[src/logic/pin_cfg_pkg.sv]
// Constants, field positions and loader states for the pin function setup.
package pin_cfg_pkg;

  // Hardware configuration area of the flash information page.
  localparam int INFO_AW = 10;
  localparam logic [9:0] FLAG_OFS = 10'h000;
  localparam logic [9:0] PIN_A_OFS = 10'h001;
  localparam logic [9:0] PIN_B_OFS = 10'h002;
  localparam logic [9:0] PIN_C_OFS = 10'h003;
  localparam logic [9:0] USB_PULL_OFS = 10'h004;
  localparam int CFG_BYTES = 4;

  // Marker that says the stored settings are valid.
  localparam logic [7:0] FLAG_VALID = 8'ha6;
  localparam logic [7:0] CFG_RESET = 8'h00;
  // Bits 7:4 of the third setting byte are reserved and read as zero.
  localparam logic [7:0] PIN_C_USED = 8'h0f;

  // First setting byte: only these two bits steer this block.
  localparam int A_P0_HI = 2;
  localparam int A_P17 = 7;

  // Second setting byte.
  localparam int B_P20 = 0;
  localparam int B_DBG = 1;
  localparam int B_MODEM_A = 2;
  localparam int B_MODEM_B = 3;
  localparam int B_SPI_TGT = 4;
  localparam int B_KBD = 5;
  localparam int B_I2C0 = 6;
  localparam int B_I2C1 = 7;

  // Third setting byte.
  localparam int C_DS0 = 0;
  localparam int C_DS1 = 1;
  localparam int C_BUZZER = 2;
  localparam int C_SWAP = 3;

  // USB resistor byte: upstream nibble low, downstream nibble high.
  localparam int PULL_UP_LSB = 0;
  localparam int PULL_DN_LSB = 4;

  // Level seen by a function whose pin is not routed to it.
  localparam logic IDLE_IN = 1'b1;
  // SPI master group {miso, mosi, clk, select}: only miso is an input.
  localparam logic [3:0] MST_GRP_OEN = 4'h8;

  typedef enum logic [2:0] {
    LD_START = 3'b000,
    LD_ASK = 3'b001,
    LD_WAIT = 3'b010,
    LD_DONE = 3'b011,
    LD_BLOCK = 3'b100
  } ld_state_t;

endpackage

[src/logic/cfg_page_loader.sv]
// Power-on loader that copies the hardware configuration bytes from flash.
`timescale 1ns/10ps
module cfg_page_loader (
  input logic mclk,
  input logic resetn,
  output logic infoRead,
  output logic [pin_cfg_pkg::INFO_AW-1:0] infoAddr,
  input logic [7:0] infoData,
  input logic infoValid,
  output logic loadDone,
  output logic loadOk,
  output logic [7:0] selA,
  output logic [7:0] selB,
  output logic [7:0] selC,
  output logic [7:0] usbPull
);
  import pin_cfg_pkg::*;

  ld_state_t state_q, state_d;
  logic [INFO_AW-1:0] addr_q, addr_d;
  logic [7:0] shadow_q [CFG_BYTES];
  logic loadDone_q, loadOk_q;
  logic [7:0] selA_q, selB_q, selC_q, pull_q;

  wire isFlag = addr_q == FLAG_OFS;
  wire lastByte = addr_q == USB_PULL_OFS;
  wire flagGood = infoData == FLAG_VALID;
  wire [INFO_AW-1:0] slotFull = addr_q - PIN_A_OFS;
  wire [1:0] slot = slotFull[1:0];
  wire takeByte = state_q == LD_WAIT && infoValid && !isFlag;
  // Bytes are copied out together one cycle after the last arrives.
  wire commit = state_q == LD_DONE && !loadDone_q;

  always_comb begin
    state_d = state_q;
    addr_d = addr_q;
    case (state_q)
      LD_START: begin
        state_d = LD_ASK;
        addr_d = FLAG_OFS;
      end
      LD_ASK: state_d = LD_WAIT;
      LD_WAIT: begin
        if (infoValid && isFlag) begin
          if (flagGood) begin
            state_d = LD_ASK;
            addr_d = PIN_A_OFS;
          end else begin
            state_d = LD_BLOCK;
          end
        end else if (infoValid && lastByte) begin
          state_d = LD_DONE;
        end else if (infoValid) begin
          state_d = LD_ASK;
          addr_d = addr_q + 10'h001;
        end
      end
      LD_DONE: state_d = LD_DONE;
      LD_BLOCK: state_d = LD_BLOCK;
      default: state_d = LD_START;
    endcase
  end

  always_ff @(posedge mclk) begin
    if (!resetn) begin
      state_q <= LD_START;
      addr_q <= FLAG_OFS;
    end else begin
      state_q <= state_d;
      addr_q <= addr_d;
    end
  end

  always_ff @(posedge mclk) begin
    if (takeByte) begin
      shadow_q[slot] <= infoData;
    end
  end

  always_ff @(posedge mclk) begin
    if (!resetn) begin
      loadDone_q <= 1'b0;
      loadOk_q <= 1'b0;
      selA_q <= CFG_RESET;
      selB_q <= CFG_RESET;
      selC_q <= CFG_RESET;
      pull_q <= CFG_RESET;
    end else if (commit) begin
      loadDone_q <= 1'b1;
      loadOk_q <= 1'b1;
      selA_q <= shadow_q[0];
      selB_q <= shadow_q[1];
      selC_q <= shadow_q[2] & PIN_C_USED;
      pull_q <= shadow_q[3];
    end else if (state_q == LD_BLOCK) begin
      loadDone_q <= 1'b1;
    end
  end

  assign infoRead = state_q == LD_ASK;
  assign infoAddr = addr_q;
  assign loadDone = loadDone_q;
  assign loadOk = loadOk_q;
  assign selA = selA_q;
  assign selB = selB_q;
  assign selC = selC_q;
  assign usbPull = pull_q;

endmodule // cfg_page_loader

[src/logic/multifunction_pin_select_cfg.sv]
// Shared pin multiplexer steered by configuration loaded from flash.
`timescale 1ns/10ps
module multifunction_pin_select_cfg (
  input logic mclk,
  input logic resetn,
  output logic infoRead,
  output logic [pin_cfg_pkg::INFO_AW-1:0] infoAddr,
  input logic [7:0] infoData,
  input logic infoValid,
  output logic loaderDone,
  output logic pinsBlocked,
  output logic [7:0] pinFunctionSelectA,
  output logic [7:0] pinFunctionSelectB,
  output logic [7:0] pinFunctionSelectC,
  output logic [7:0] usbResistorDisable,
  input logic [7:0] gpio0Out,
  input logic [7:0] gpio0OeN,
  output logic [7:0] gpio0In,
  input logic gpio1Bit7Out,
  input logic gpio1Bit7OeN,
  output logic gpio1Bit7In,
  input logic [7:0] gpio2Out,
  input logic [7:0] gpio2OeN,
  output logic [7:0] gpio2In,
  input logic [7:0] gpio3Out,
  input logic [7:0] gpio3OeN,
  output logic [7:0] gpio3In,
  output logic debuggerDataIn,
  input logic debuggerClockOut,
  input logic debuggerDataOut,
  output logic modemClearToSend,
  output logic modemDataSetReady,
  output logic modemRing,
  output logic modemCarrier,
  input logic mstSel0N,
  input logic mstSel1N,
  input logic mstSel2N,
  input logic mstClk,
  input logic mstMosi,
  output logic mstMiso,
  output logic tgtSelN,
  output logic tgtClk,
  output logic tgtMosi,
  input logic tgtMiso,
  input logic tgtMisoOeN,
  input logic [3:0] kbdMouseOeN,
  output logic [3:0] kbdMouseIn,
  input logic [3:0] i2cTargetOeN,
  output logic [3:0] i2cTargetIn,
  input logic [1:0] downstreamPowerEnable,
  output logic [1:0] downstreamOvercurrent,
  input logic [3:0] p0HiPadIn,
  output logic [3:0] p0HiPadOut,
  output logic [3:0] p0HiPadOeN,
  input logic p17PadIn,
  output logic p17PadOut,
  output logic p17PadOeN,
  input logic [7:0] p2PadIn,
  output logic [7:0] p2PadOut,
  output logic [7:0] p2PadOeN,
  input logic [7:0] p3PadIn,
  output logic [7:0] p3PadOut,
  output logic [7:0] p3PadOeN,
  input logic [3:0] i2cPadIn,
  output logic [3:0] i2cPadOut,
  output logic [3:0] i2cPadOeN,
  input logic [3:0] usbPwrPadIn,
  output logic [3:0] usbPwrPadOut,
  output logic [3:0] usbPwrPadOeN,
  input logic [3:0] upPullupReq,
  output logic [3:0] upPullupEn,
  output logic [3:0] downPulldownEn
);
  import pin_cfg_pkg::*;

  // Bitwise pick: where a select bit is set, the peripheral side wins.
  function automatic logic [7:0] pick(input logic [7:0] s,
                                      input logic [7:0] gpio,
                                      input logic [7:0] per);
    pick = (s & per) | (~s & gpio);
  endfunction

  logic loadDone, loadOk;
  logic [7:0] selA, selB, selC, usbPull;

  cfg_page_loader loader (
    .mclk(mclk),
    .resetn(resetn),
    .infoRead(infoRead),
    .infoAddr(infoAddr),
    .infoData(infoData),
    .infoValid(infoValid),
    .loadDone(loadDone),
    .loadOk(loadOk),
    .selA(selA),
    .selB(selB),
    .selC(selC),
    .usbPull(usbPull)
  );

  // Until a valid load every pad is released and every pad output held low.
  wire blocked = !loadOk;
  wire [7:0] blockOeN = {8{blocked}};
  wire [7:0] passOut = {8{!blocked}};

  // Select bits from the latched bytes; the two I2C selects also need p0HiSel.
  wire p0HiSel = selA[A_P0_HI];
  wire p17Sel = selA[A_P17];
  wire p20Sel = selB[B_P20];
  wire dbgSel = selB[B_DBG];
  wire modemASel = selB[B_MODEM_A];
  wire modemBSel = selB[B_MODEM_B];
  wire spiTgtSel = selB[B_SPI_TGT];
  wire kbdSel = selB[B_KBD];
  // A port that still owns its pins as GPIO cannot lend them to I2C.
  wire i2c0Sel = selB[B_I2C0] & p0HiSel;
  wire i2c1Sel = selB[B_I2C1] & p0HiSel;
  wire ds0Sel = selC[C_DS0];
  wire ds1Sel = selC[C_DS1];
  wire spiSwap = selC[C_SWAP];

  // SPI groups, ordered {miso, mosi, clk, select}.
  wire [3:0] mstGrpOut = {1'b0, mstMosi, mstClk, mstSel0N};
  wire [3:0] mstGrpOeN = MST_GRP_OEN;
  wire [3:0] tgtGrpOut = {tgtMiso, 3'b000};
  wire [3:0] tgtGrpOeN = {tgtMisoOeN, 3'b111};
  wire [3:0] p0GrpOut = spiSwap ? tgtGrpOut : mstGrpOut;
  wire [3:0] p0GrpOeN = spiSwap ? tgtGrpOeN : mstGrpOeN;
  wire [3:0] p3GrpOut = spiSwap ? mstGrpOut : tgtGrpOut;
  wire [3:0] p3GrpOeN = spiSwap ? mstGrpOeN : tgtGrpOeN;
  // Group input bits, as seen on each nibble, or idle when unrouted.
  wire [3:0] p0GrpIn = p0HiSel ? p0HiPadIn : {4{IDLE_IN}};
  wire [3:0] p3GrpIn = spiTgtSel ? p3PadIn[3:0] : {4{IDLE_IN}};
  wire [3:0] mstGrpIn = spiSwap ? p3GrpIn : p0GrpIn;
  wire [3:0] tgtGrpIn = spiSwap ? p0GrpIn : p3GrpIn;

  // Port 0 upper pins: GPIO or an SPI group.
  wire [7:0] p0HiS = {4'h0, {4{p0HiSel}}};
  wire [7:0] p0HiOut = pick(p0HiS, {4'h0, gpio0Out[7:4]},
                            {4'h0, p0GrpOut});
  wire [7:0] p0HiOeN = pick(p0HiS, {4'h0, gpio0OeN[7:4]},
                            {4'h0, p0GrpOeN});

  // I2C target pads, ordered {t1 sda, t1 scl, t0 sda, t0 scl}.
  wire [7:0] i2cS = {4'h0, {2{i2c1Sel}}, {2{i2c0Sel}}};
  wire [7:0] i2cOut = pick(i2cS, 8'h00, {4'h0, gpio0Out[7:4]});
  wire [7:0] i2cOeN = pick(i2cS, {4'h0, i2cTargetOeN},
                           {4'h0, gpio0OeN[7:4]});

  // USB power pads, ordered {d1 overcurrent, d1 enable, d0 oc, d0 en}.
  wire [7:0] usbS = {4'h0, {2{ds1Sel}}, {2{ds0Sel}}};
  wire [7:0] usbOut = pick(usbS,
                           {4'h0, 1'b0, downstreamPowerEnable[1],
                            1'b0, downstreamPowerEnable[0]},
                           {4'h0, gpio0Out[3:0]});
  wire [7:0] usbOeN = pick(usbS, 8'h0a, {4'h0, gpio0OeN[3:0]});

  // Port 2: bit 0 master select 1, bits 1-3 debugger, 4-7 modem lines.
  wire [7:0] p2S = {{2{modemBSel}}, {2{modemASel}},
                    {3{dbgSel}}, p20Sel};
  wire [7:0] p2PerOut = {4'h0, debuggerDataOut, debuggerClockOut,
                         1'b0, mstSel1N};
  wire [7:0] p2PerOeN = 8'hf2;
  wire [7:0] p2Out = pick(p2S, gpio2Out, p2PerOut);
  wire [7:0] p2OeN = pick(p2S, gpio2OeN, p2PerOeN);
  wire [7:0] p2PerIn = pick(p2S, {8{IDLE_IN}}, p2PadIn);

  // Port 3: low nibble SPI group, high nibble keyboard/mouse channels.
  wire [7:0] p3S = {{4{kbdSel}}, {4{spiTgtSel}}};
  wire [7:0] p3Out = pick(p3S, gpio3Out, {4'h0, p3GrpOut});
  wire [7:0] p3OeN = pick(p3S, gpio3OeN, {kbdMouseOeN, p3GrpOeN});

  // Port 1 bit 7: GPIO or master select 2.
  wire p17Out = p17Sel ? mstSel2N : gpio1Bit7Out;
  wire p17OeN = p17Sel ? 1'b0 : gpio1Bit7OeN;

  // Pad drive, released while blocked.
  assign p0HiPadOut = p0HiOut[3:0] & passOut[3:0];
  assign p0HiPadOeN = p0HiOeN[3:0] | blockOeN[3:0];
  assign i2cPadOut = i2cOut[3:0] & passOut[3:0];
  assign i2cPadOeN = i2cOeN[3:0] | blockOeN[3:0];
  assign usbPwrPadOut = usbOut[3:0] & passOut[3:0];
  assign usbPwrPadOeN = usbOeN[3:0] | blockOeN[3:0];
  assign p2PadOut = p2Out & passOut;
  assign p2PadOeN = p2OeN | blockOeN;
  assign p3PadOut = p3Out & passOut;
  assign p3PadOeN = p3OeN | blockOeN;
  assign p17PadOut = p17Out & !blocked;
  assign p17PadOeN = p17OeN | blocked;

  // Inputs back to GPIO: from wherever each bit is routed, else idle.
  wire [3:0] gpio0LoIn = {ds1Sel ? usbPwrPadIn[3:2] : {2{IDLE_IN}},
                          ds0Sel ? usbPwrPadIn[1:0] : {2{IDLE_IN}}};
  wire [1:0] gpio0B54 = i2c0Sel ? i2cPadIn[1:0] :
                        (p0HiSel ? {2{IDLE_IN}} : p0HiPadIn[1:0]);
  wire [1:0] gpio0B76 = i2c1Sel ? i2cPadIn[3:2] :
                        (p0HiSel ? {2{IDLE_IN}} : p0HiPadIn[3:2]);
  assign gpio0In = {gpio0B76, gpio0B54, gpio0LoIn};
  assign gpio1Bit7In = p17Sel ? IDLE_IN : p17PadIn;
  assign gpio2In = pick(p2S, p2PadIn, {8{IDLE_IN}});
  assign gpio3In = pick(p3S, p3PadIn, {8{IDLE_IN}});

  // Inputs to peripherals.
  assign debuggerDataIn = p2PerIn[1];
  assign modemClearToSend = p2PerIn[4];
  assign modemDataSetReady = p2PerIn[5];
  assign modemRing = p2PerIn[6];
  assign modemCarrier = p2PerIn[7];
  assign mstMiso = mstGrpIn[3];
  assign tgtSelN = tgtGrpIn[0];
  assign tgtClk = tgtGrpIn[1];
  assign tgtMosi = tgtGrpIn[2];
  assign kbdMouseIn = kbdSel ? p3PadIn[7:4] : {4{IDLE_IN}};
  assign i2cTargetIn = {i2c1Sel ? {2{IDLE_IN}} : i2cPadIn[3:2],
                        i2c0Sel ? {2{IDLE_IN}} : i2cPadIn[1:0]};
  assign downstreamOvercurrent = {ds1Sel ? IDLE_IN : usbPwrPadIn[3],
                                  ds0Sel ? IDLE_IN : usbPwrPadIn[1]};

  // USB resistors: upstream pull-up follows its controller unless off.
  wire [3:0] upOff = usbPull[PULL_UP_LSB +: 4];
  wire [3:0] downOff = usbPull[PULL_DN_LSB +: 4];
  assign upPullupEn = upPullupReq & ~upOff;
  assign downPulldownEn = ~downOff;

  // Latched configuration as seen by software; zero until loaded.
  assign pinFunctionSelectA = selA;
  assign pinFunctionSelectB = selB;
  assign pinFunctionSelectC = selC;
  assign usbResistorDisable = usbPull;
  assign loaderDone = loadDone;
  assign pinsBlocked = blocked;

endmodule // multifunction_pin_select_cfg

[config.mk]
export PLATFORM = sky130hd
export DESIGN_NAME = multifunction_pin_select_cfg
export DESIGN_NICKNAME = d
export VERILOG_FILES = /design/src/logic/pin_cfg_pkg.sv /design/src/logic/cfg_page_loader.sv /design/src/logic/multifunction_pin_select_cfg.sv
export SDC_FILE = /design/constraint.sdc
export NUM_CORES = 1
export LEC_CHECK = 0
export BUFFER_PORTS_ARGS = -buffer_cell sky130_fd_sc_hd__buf_2
export CAP_MARGIN = 30
export CORE_MARGIN = 10
export CORE_UTILIZATION = 45
export CTS_CLUSTER_SIZE = 16
export DETAILED_ROUTE_END_ITERATION = 6
export GPL_ROUTABILITY_DRIVEN = 0
export PLACE_DENSITY = 0.86
export SLEW_MARGIN = 20
export SYNTH_ARGS = -nofsm -noshare
export SYNTH_HDL_FRONTEND = slang
export SYNTH_SLANG_ARGS = --single-unit
[constraint.sdc]
create_clock -name mclk -period 6 [get_ports mclk]
set_clock_uncertainty 0.15 [all_clocks]
set_input_delay 0.6 -clock mclk [delete_from_list [all_inputs] [get_ports mclk]]
set_output_delay 0.6 -clock mclk [all_outputs]
set_load 0.005 [all_outputs]
=== After elaboration in Yosys (flattened, before gate mapping) ===
Memories as Yosys holds them, arrays and structs flattened. A register that Yosys moved wholly into a read port is not among the register bits.
Cells that the tools add are included.

* Output and inout bits: 155
* Memories: 1
* Bits of input ports: 113
* ROM bits: 0
* Flip-flop bits (word level): 15
* Bits in writable memories: 32
* Latch bits: 0

{| class="wikitable"
|+ Memories
! name !! depth !! bits a word !! rd ports !! clocked after Yosys merged registers in !! wr ports !! line !! RTL
|-
| loader.shadow_q || 4 || 8 || 4 || 4 || 1 || cfg_page_loader.sv:21 || <nowiki>logic [7:0] shadow_q [CFG_BYTES];</nowiki>
|}

* Bitwise logic cells: 54
* Multiply operators: 0
* Add/subtract/negate cells: 2
* Multiplexer cells: 36
* Shift-type cells: 0
* Div/mod/pow operators: 0
* $lt $le $gt $ge: 0
* Equality and inequality tests: 10
* Reduce and logical (&&, ||, !) cells: 17

{| class="wikitable"
|+ Operator list
! cell !! count
|-
| $and 8x8->8 || 10
|-
| $or 8x8->8 || 9
|-
| $and 4x4->4 || 13
|-
| $mux 10 || 4
|-
| $mux 4 || 8
|-
| $or 4x4->4 || 8
|-
| $not 4->4 || 5
|-
| $pmux 10 s2 || 1
|-
| $and 8x4->8 || 2
|-
| $mux 2 || 8
|-
| $not 8->8 || 2
|-
| $mux 3 || 5
|-
| $pmux 3 s5 || 1
|-
| $add 10x1->10 const B || 1
|-
| $eq 10x3->1 const B || 1
|-
| $logic_not 10->1 || 1
|-
| $mux 1 || 9
|-
| $eq 8x8->1 const B || 1
|-
| $logic_not 1->1 || 7
|-
| $eq 3x2->1 const B || 2
|-
| $ne 3x3->1 const B || 2
|-
| $logic_and 1x1->1 || 5
|-
| $and 4x3->4 || 1
|-
| $ne 4x4->1 const B || 1
|-
| other kinds (9) || 12
|}

=== Depth between registers and ports, before layout ===
Gate-level depths: netlist (run 1).

* Depth in word-level cells: 5
* Mapped depth: 6
* Depth with buffers taken out: 6

=== By module ===
Synthesis (run 1) repeated with hierarchy kept, for this count alone.

* Cells, all modules: 441
* Area, all modules: 3983.8 µm²

{| class="wikitable"
|+ By module, submodules not included
! module !! instances !! area an instance (µm²) !! seq. area each (µm²) !! cells an instance
|-
| cfg_page_loader || 1 || 2880.3 || 1701.6 || 270
|-
| multifunction_pin_select_cfg || 1 || 1103.6 || 0.0 || 171
|}

=== Worst setup path after synthesis (run 1) ===
Ideal clock, no wire load.

* Kind: register to register
* Start point: reg loader.addr_q[0], in the netlist loader.infoAddr[0]
* End point: mem loader.shadow_q[0][0] (enable)
* Path buffers: 0
* Stages on the path, launching flop included: 6
* Data arrival time: 1.626 ns
* Path slack: 3.947 ns
* Required time: 5.573 ns
* Cells stage by stage: dfxtp_1 -> inv_1 -> ha_1 -> or4b_4 -> o31a_1 -> and2_1

* Longest elaborated chain between the ends: 5
* Elaborated cells on any way between the ends: 6
* Those cells by class: add/sub (1); mux (2); reduce/logical (3)

{| class="wikitable"
|+ RTL lines
! element !! line !! RTL
|-
| from (decl) || cfg_page_loader.sv:20 || <nowiki>logic [INFO_AW-1:0] addr_q, addr_d;</nowiki>
|-
| from (signal assigned) || cfg_page_loader.sv:70 || <nowiki>addr_q <= addr_d;</nowiki>
|-
| $logic_not 10->1 || cfg_page_loader.sv:25 || <nowiki>wire isFlag = addr_q == FLAG_OFS;</nowiki>
|-
| $logic_not 1->1 || cfg_page_loader.sv:30 || <nowiki>wire takeByte = state_q == LD_WAIT && infoValid && !isFlag;</nowiki>
|-
| $logic_and 1x1->1 || cfg_page_loader.sv:30 ||
|-
| $mux 1 || cfg_page_loader.sv:75 || <nowiki>if (takeByte) begin</nowiki>
|-
| $mux 1 (implied by the code) || cfg_page_loader.sv:76 || <nowiki>shadow_q[slot] <= infoData;</nowiki>
|-
| to (decl) || cfg_page_loader.sv:21 ||
|}

Parallel ways exist; a longest one is shown, timed or not.

=== Final worst setup path (run 1) ===
* Start point: reg loader.loadOk_q, in the netlist loader.loadOk
* End point: out p2PadOeN[1]

* Longest elaborated chain between the ends: 2

{| class="wikitable"
|+ RTL lines
! element !! line !! RTL
|-
| from (decl) || cfg_page_loader.sv:22 || <nowiki>logic loadDone_q, loadOk_q;</nowiki>
|-
| from (signal assigned) || cfg_page_loader.sv:83 || <nowiki>loadOk_q <= 1'b0;</nowiki>
|-
| from (signal assigned) || cfg_page_loader.sv:90 || <nowiki>loadOk_q <= 1'b1;</nowiki>
|-
| $logic_not 1->1 || multifunction_pin_select_cfg.sv:102 || <nowiki>wire blocked = !loadOk;</nowiki>
|-
| $or 8x8->8 || multifunction_pin_select_cfg.sv:185 || <nowiki>assign p2PadOeN = p2OeN | blockOeN;</nowiki>
|-
| to (decl) || multifunction_pin_select_cfg.sv:60 || <nowiki>output logic [7:0] p2PadOeN,</nowiki>
|}

Every way passes these cells.

==> impl_metrics.yaml, run 1 <==
power:
  power.share.sequential: 0.509
  p_leak_nw: 2.44
  p_per_area_nw_per_um2: 191
  ir_drop_uv: 152
  pwr-share-comb: 0.178
  finalPower_mw: 1.04
  p_switching_uw: 291
  switching_share: 0.280
  p_int_uw: 748
  clkPwrFrac: 0.313
grt:
  grt_pass1_wl_mm: 24.3
  antenna_found_initial: 2
  grt_start_max_net_pins: 29
  grtUsageTotal: 0.238
  grt_pass1_vias: 4225
  grt_overflow: 0
routing:
  route.detailed.drc: 0
  wl_per_cell_um: 20.4
  antenna_left: 0
  vias: 4403
  vias_per_cell: 5.42
  wl_mm: 16.5
  first_pass_iters: 5
  drtIter0Drc: 398
place:
  dp.cells: 794
  placed_area_um2: 5250
  place_ws_ns: 3.14
  io_buffer_count: 263
  dp_hpwl_mm: 13.3
clock_tree:
  postCtsHoldBufs: 0
  clockRootBuffer: "clkbuf_8"
  post_cts_buffers: 0
  numCtsBuffers: 9
  path_clk_slew_ns: 0.07
  clk_latency_ns: 0.35
  cts_buffer_depth: 2
  clock-sinks: 71
  cts_tree: "yes"
  cts_resized: 0
  ctsHtreeMaxLevel: 3
synth:
  synth_area_um2: 3880
  synth_ff_type: "dfxtp_1"
  netlist.area_leader.share: 0.222
  ys_types: 55
  yosys.area.top_type: "dfxtp_1"
  netlist_top_cells_area: "dfxtp_1 (22%), edfxtp_1 (22%), nand2_1 (8.0%), a21oi_1 (5.5%), nand2b_1 (4.0%)"
  synth_edf_count: 28
  async_flop_share: 0
  yosys_warnings: 0
  synth_cells: 449
  synth_most_common_cell: "nand2_1"
  synth_area_per_cell_um2: 8.65
  synthTopCellsByCount: "nand2_1 (83), a21oi_1 (43), dfxtp_1 (43)"
  ys_seq_elements: 71
  ys_seq_area_frac: 0.438
timing:
  timing.setup.tns_ns: 0
  finalCritPeriodShare: 0.543
  final.min_clock_period_ns: 3.26
  setup_viol: 0
  timing.slew.headroom: 0.445
  rsz0062_at_grt: "false"
  max_clock_freq_ghz: 0.307
  final_max_slew_viol_count: 0
  worst-slew-pin-transition_ns: 0.832
  hold_viol_final: 0
  setup_ws_ns: 2.74
finish:
  finalNonFillerCells: 812
  drive_above_1_share: 0.443
  final_nets: 818
  fillCellCount: 666
  area_growth_pct: 39.8
  stdcell_area_um2: 5430
worst_setup_path:
  cp-end-kind: "output pin"
  critPathArrivalTime_ns: 2.51
  path_max_fanout: 26
  critPathLaunchType: "flip-flop"
  required_ns: 5.25
  rr_worst_depth: 5
  critPathKind: "flip-flop to output pin"
min_path:
  holdPathStages: 2
  hp-class: "flip-flop to flip-flop"
flow_run:
  cap_violations: 0
floorplanning:
  dieHeight_um: 113
  io_pins: 268
  start_util: 0.468
  dieArea_um2: 12700
  core.rowCount: 33
  die_width_um: 113
  core_area_um2: 8300
run_status:
  status: "finished, final reports clean"
## placed cells by master, fill, tap and decap left out, types with 3 or more instances in the layout
cell	instances
buf_2	263
nand2_1	83
a21oi_1	43
inv_1	20
nand3b_1	5
and3_1	4
nand2b_1	25
or3_1	7
clkbuf_8	9
edfxtp_1	28
nor2b_1	12
dfxtp_1	43
and4_1	4
nor2_1	18
conb_1	4
mux2i_1	12
and2_1	13
or2_2	20
o211ai_1	6
or4_1	3
o22a_1	7
ha_1	4
nor3_1	3
nand3_1	12
o21ai_0	12
a311oi_1	4
## sequential cells by signal, summed over array words and instances (netlist names)
| register | flops |
|---|---|
| loader.selA | 8 |
| loader.loadDone | 1 |
| loader.usbPull | 8 |
| loader.shadow_q | 28 |
| loader.loadOk | 1 |
| loader.selC | 4 |
| loader.infoAddr | 10 |
| loader.state_q | 3 |
| loader.selB | 8 |
## metal layers
metal / GRT usage / share of wire / vias up
met5: 0 / 0.00079 / -
met4: 0.0871 / 0.025 / 2
met3: 0.0777 / 0.099 / 40
met2: 0.437 / 0.52 / 254
met1: 0.245 / 0.35 / 2061
li1: - / - / 2046
## final timing paths
path                           endpoint  slack (ns)                from
setup / recovery            p2PadOeN[1]        2.74       loader.loadOk
hold / removal           loader.selA[1]        0.31      loader.selA[1]
setup reg to reg  loader.shadow_q[1][3]        3.68  loader.infoAddr[0]
hold reg to reg          loader.selA[1]        0.31      loader.selA[1]
## logic make-up after synthesis
logic type	Yosys count	share of synthesized area
AND/OR/NAND/NOR	226	0.317
AO/OA/AOI/OAI	87	0.145
flip-flops	71	0.438
buffers and inverters	48	0.0551
multiplexers	12	0.0309
adder cells (fa/ha/maj)	4	0.0129
other	1	0.000965
## layout make-up
class | count | area (um2) | area share
clock inverters | 6 | 37.5 | 0.00691
diodes | 1 | 2.50 | 0.000461
flip-flops and latches | 71 | 1700 | 0.313
multi-input cells | 333 | 1980 | 0.365
well taps | 105 | 131 | 0.0242
repair buffers | 266 | 1370 | 0.253
clock buffers | 10 | 128 | 0.0235
inverters | 20 | 75.1 | 0.0138
## power by group through the flow
| stage | clock network, mW | logic [mW] | registers, mW |
|---|---|---|---|
| finish | 0.326 | 0.185 | 0.529 |
| floorplan | 0 | 0.0904 | 0.530 |
| detailed placement | 0 | 0.182 | 0.540 |
| CTS | 0.327 | 0.183 | 0.529 |
| global placement | 0 | 0.174 | 0.539 |
| global route | 0.344 | 0.201 | 0.531 |
## critical path, stage by stage (launching register included)
cell and delay [ns]:
dfxtp_1 0.86, inv_1 0.63, or3_1 0.52, buf_2 0.14
## stage by stage
stage           util  hold WS (ns)
2_1_floorplan      -         0.303
3_3_place_gp   0.627         0.293
3_5_place_dp   0.632         0.295
4_1_cts        0.652         0.305
5_1_grt        0.654         0.333
6_report       0.654         0.306
Power figures use the tool's default switching activity.
==> run 2, diff against run 1 <==
- ABC_AREA: not set -> 1
- CORE_UTILIZATION: 45 -> 42
- PLACE_DENSITY: 0.86 -> 0.81
- clock period: 6 -> 3.1 ns (I/O delays scaled with it)
==> run 2 against run 1 <==
Die area increased by 6.4%. Global-route usage is 1.4 points lower. Clock power grew to 2.8 times the previous value. Sequential share of layout area shrank 0.63 points. Largest power group unchanged. Highest routed layer unchanged.
==> impl_metrics.yaml, run 2 <==
worst_setup_path:
  critPathSlowestCell: "nor2_1"
  crit_start: "loader.infoAddr[0]"
  reg2reg_slack_ns: 0.72
  path_max_fanout: 8
  r2r-start: "loader.infoAddr[0]"
  path_cells: "inv_1, ha_1, inv_1, nor2_1, nand4_1, nand3_1, nor2_1"
  critPathArrivalTime_ns: 2.20
  slowest_delay_ns: 0.60
  cp-end-kind: "flip-flop"
  required_ns: 2.92
  critPathLaunchType: "flip-flop"
  critPathKind: "flip-flop to flip-flop"
  rr_worst_depth: 7
floorplanning:
  dieHeight_um: 116
  io_pins: 268
  core.rowCount: 35
  start_util: 0.427
  core_area_um2: 9150
  dieArea_um2: 13600
  die_width_um: 116
synth:
  yosys_warnings: 0
  ys_types: 34
  netlist.area_leader.share: 0.220
  synth_area_um2: 3910
  netlist_top_cells_area: "dfxtp_1 (22%), edfxtp_1 (22%), nand2_1 (14%), nor2_1 (10%), inv_1 (7.7%)"
  synthTopCellsByCount: "nand2_1 (146), nor2_1 (105), inv_1 (80)"
  synth_cells: 570
  ys_seq_area_frac: 0.435
  yosys.area.top_type: "dfxtp_1"
  synth_ff_type: "dfxtp_1"
  synth_area_per_cell_um2: 6.86
  synth_most_common_cell: "nand2_1"
  synth_edf_count: 28
  ys_seq_elements: 71
  async_flop_share: 0
min_path:
  min_from: "infoData[4]"
  holdPathStages: 1
  hp-class: "primary input to flip-flop"
timing:
  final.min_clock_period_ns: 2.38
  rsz0062_at_grt: "false"
  max_clock_freq_ghz: 0.420
  hold_viol_final: 0
  timing.slew.headroom: 0.512
  finalCritPeriodShare: 0.768
  setup_ws_ns: 0.718
  setup_viol: 0
  timing.setup.tns_ns: 0
  hold_slack_ns: 0.0431
  worst-slew-pin-transition_ns: 0.730
  final_max_slew_viol_count: 0
grt:
  grt_overflow: 0
  grt_start_max_net_pins: 45
  grt_pass1_vias: 4325
  antenna_found_initial: 3
  grt_pass1_wl_mm: 23.6
  grtUsageTotal: 0.224
clock_tree:
  numCtsBuffers: 9
  postCtsHoldBufs: 0
  post_cts_buffers: 0
  cts_buffer_depth: 2
  path_clk_slew_ns: 0.09
  clockRootBuffer: "clkbuf_8"
  ctsHtreeMaxLevel: 3
  cts_resized: 0
  clk_latency_ns: 0.35
  cts_tree: "yes"
  clock-sinks: 71
place:
  dp.cells: 927
  io_buffer_count: 263
  dp_hpwl_mm: 13.4
  placed_area_um2: 5280
  place_ws_ns: 0.758
finish:
  area_growth_pct: 41.8
  regMostFlops: "loader.shadow_q"
  stdcell_area_um2: 5540
  fin_util: 0.605
  largest_reg_flops: 28
  finalNonFillerCells: 945
  final_common_cell: "buf_2"
  final_nets: 944
  final_cell_mix: "buf_2 (263), nand2_1 (146), nor2_1 (105), inv_1 (80), dfxtp_1 (43)"
  drive_above_1_share: 0.363
routing:
  vias: 4637
  route.detailed.drc: 0
  antenna_left: 0
  first_pass_iters: 5
  wl_mm: 16.3
  vias_per_cell: 4.91
  wl_per_cell_um: 17.3
  drtIter0Drc: 448
power:
  p_leak_nw: 2.94
  ir_drop_uv: 298
  finalPower_mw: 2.60
  p_per_area_nw_per_um2: 470
flow_run:
  cap_violations: 0
run_status:
  status: "finished, final reports clean"
run 2: cell type report:
| type | instances | area (um2) |
|---|---|---|
| timing repair buffer | 265 | 1330 |
| clock inverter | 5 | 101 |
| sequential | 71 | 1700 |
| antenna | 2 | 5.00 |
| fill | 859 | 3610 |
| tap | 111 | 139 |
| clock buffer | 11 | 153 |
| inverter | 88 | 330 |
| multi-input combinational | 392 | 1780 |
run 2: final timing paths:
path,endpoint
max reg2reg,loader.shadow_q[3][1]
min reg2reg,loader.selA[5]
min,loader.shadow_q[3][4]
max,loader.shadow_q[3][1]
run 2: worst max-delay path: cells and delay by family (launching register included):
kind	cells	cell delay (ns)
flip-flops	1	0.46
AND/OR/NAND/NOR	4	0.94
buffers and inverters	2	0.21
adder cells (fa/ha/maj)	1	0.24
run 2: cells by family after synthesis:
logic type                 Yosys count  share of synthesized area
other                                1                   0.000960
DFF                                 71                      0.435
AOI/OAI and AO/OA                   88                      0.120
and+or+nand+nor                    294                      0.314
adders and majority gates            4                     0.0128
buffers and inverters              110                      0.112
xor gates and xnor gates             2                    0.00448
run 2: routing by layer:
layer  global-route usage  share of wire  up-vias
met4               0.0809          0.026        4
li1                     -              -     2297
met1                0.259           0.37     2070
met3               0.0693           0.11       34
met2                0.380           0.49      232
met5                    0         0.0014        -
run 2: power breakdown:
group | switching (mW) | internal [mW] | total, mW
combinational | 0.354 | 0.239 | 0.593
sequential | 0.0582 | 1.02 | 1.08
clock | 0.344 | 0.583 | 0.927
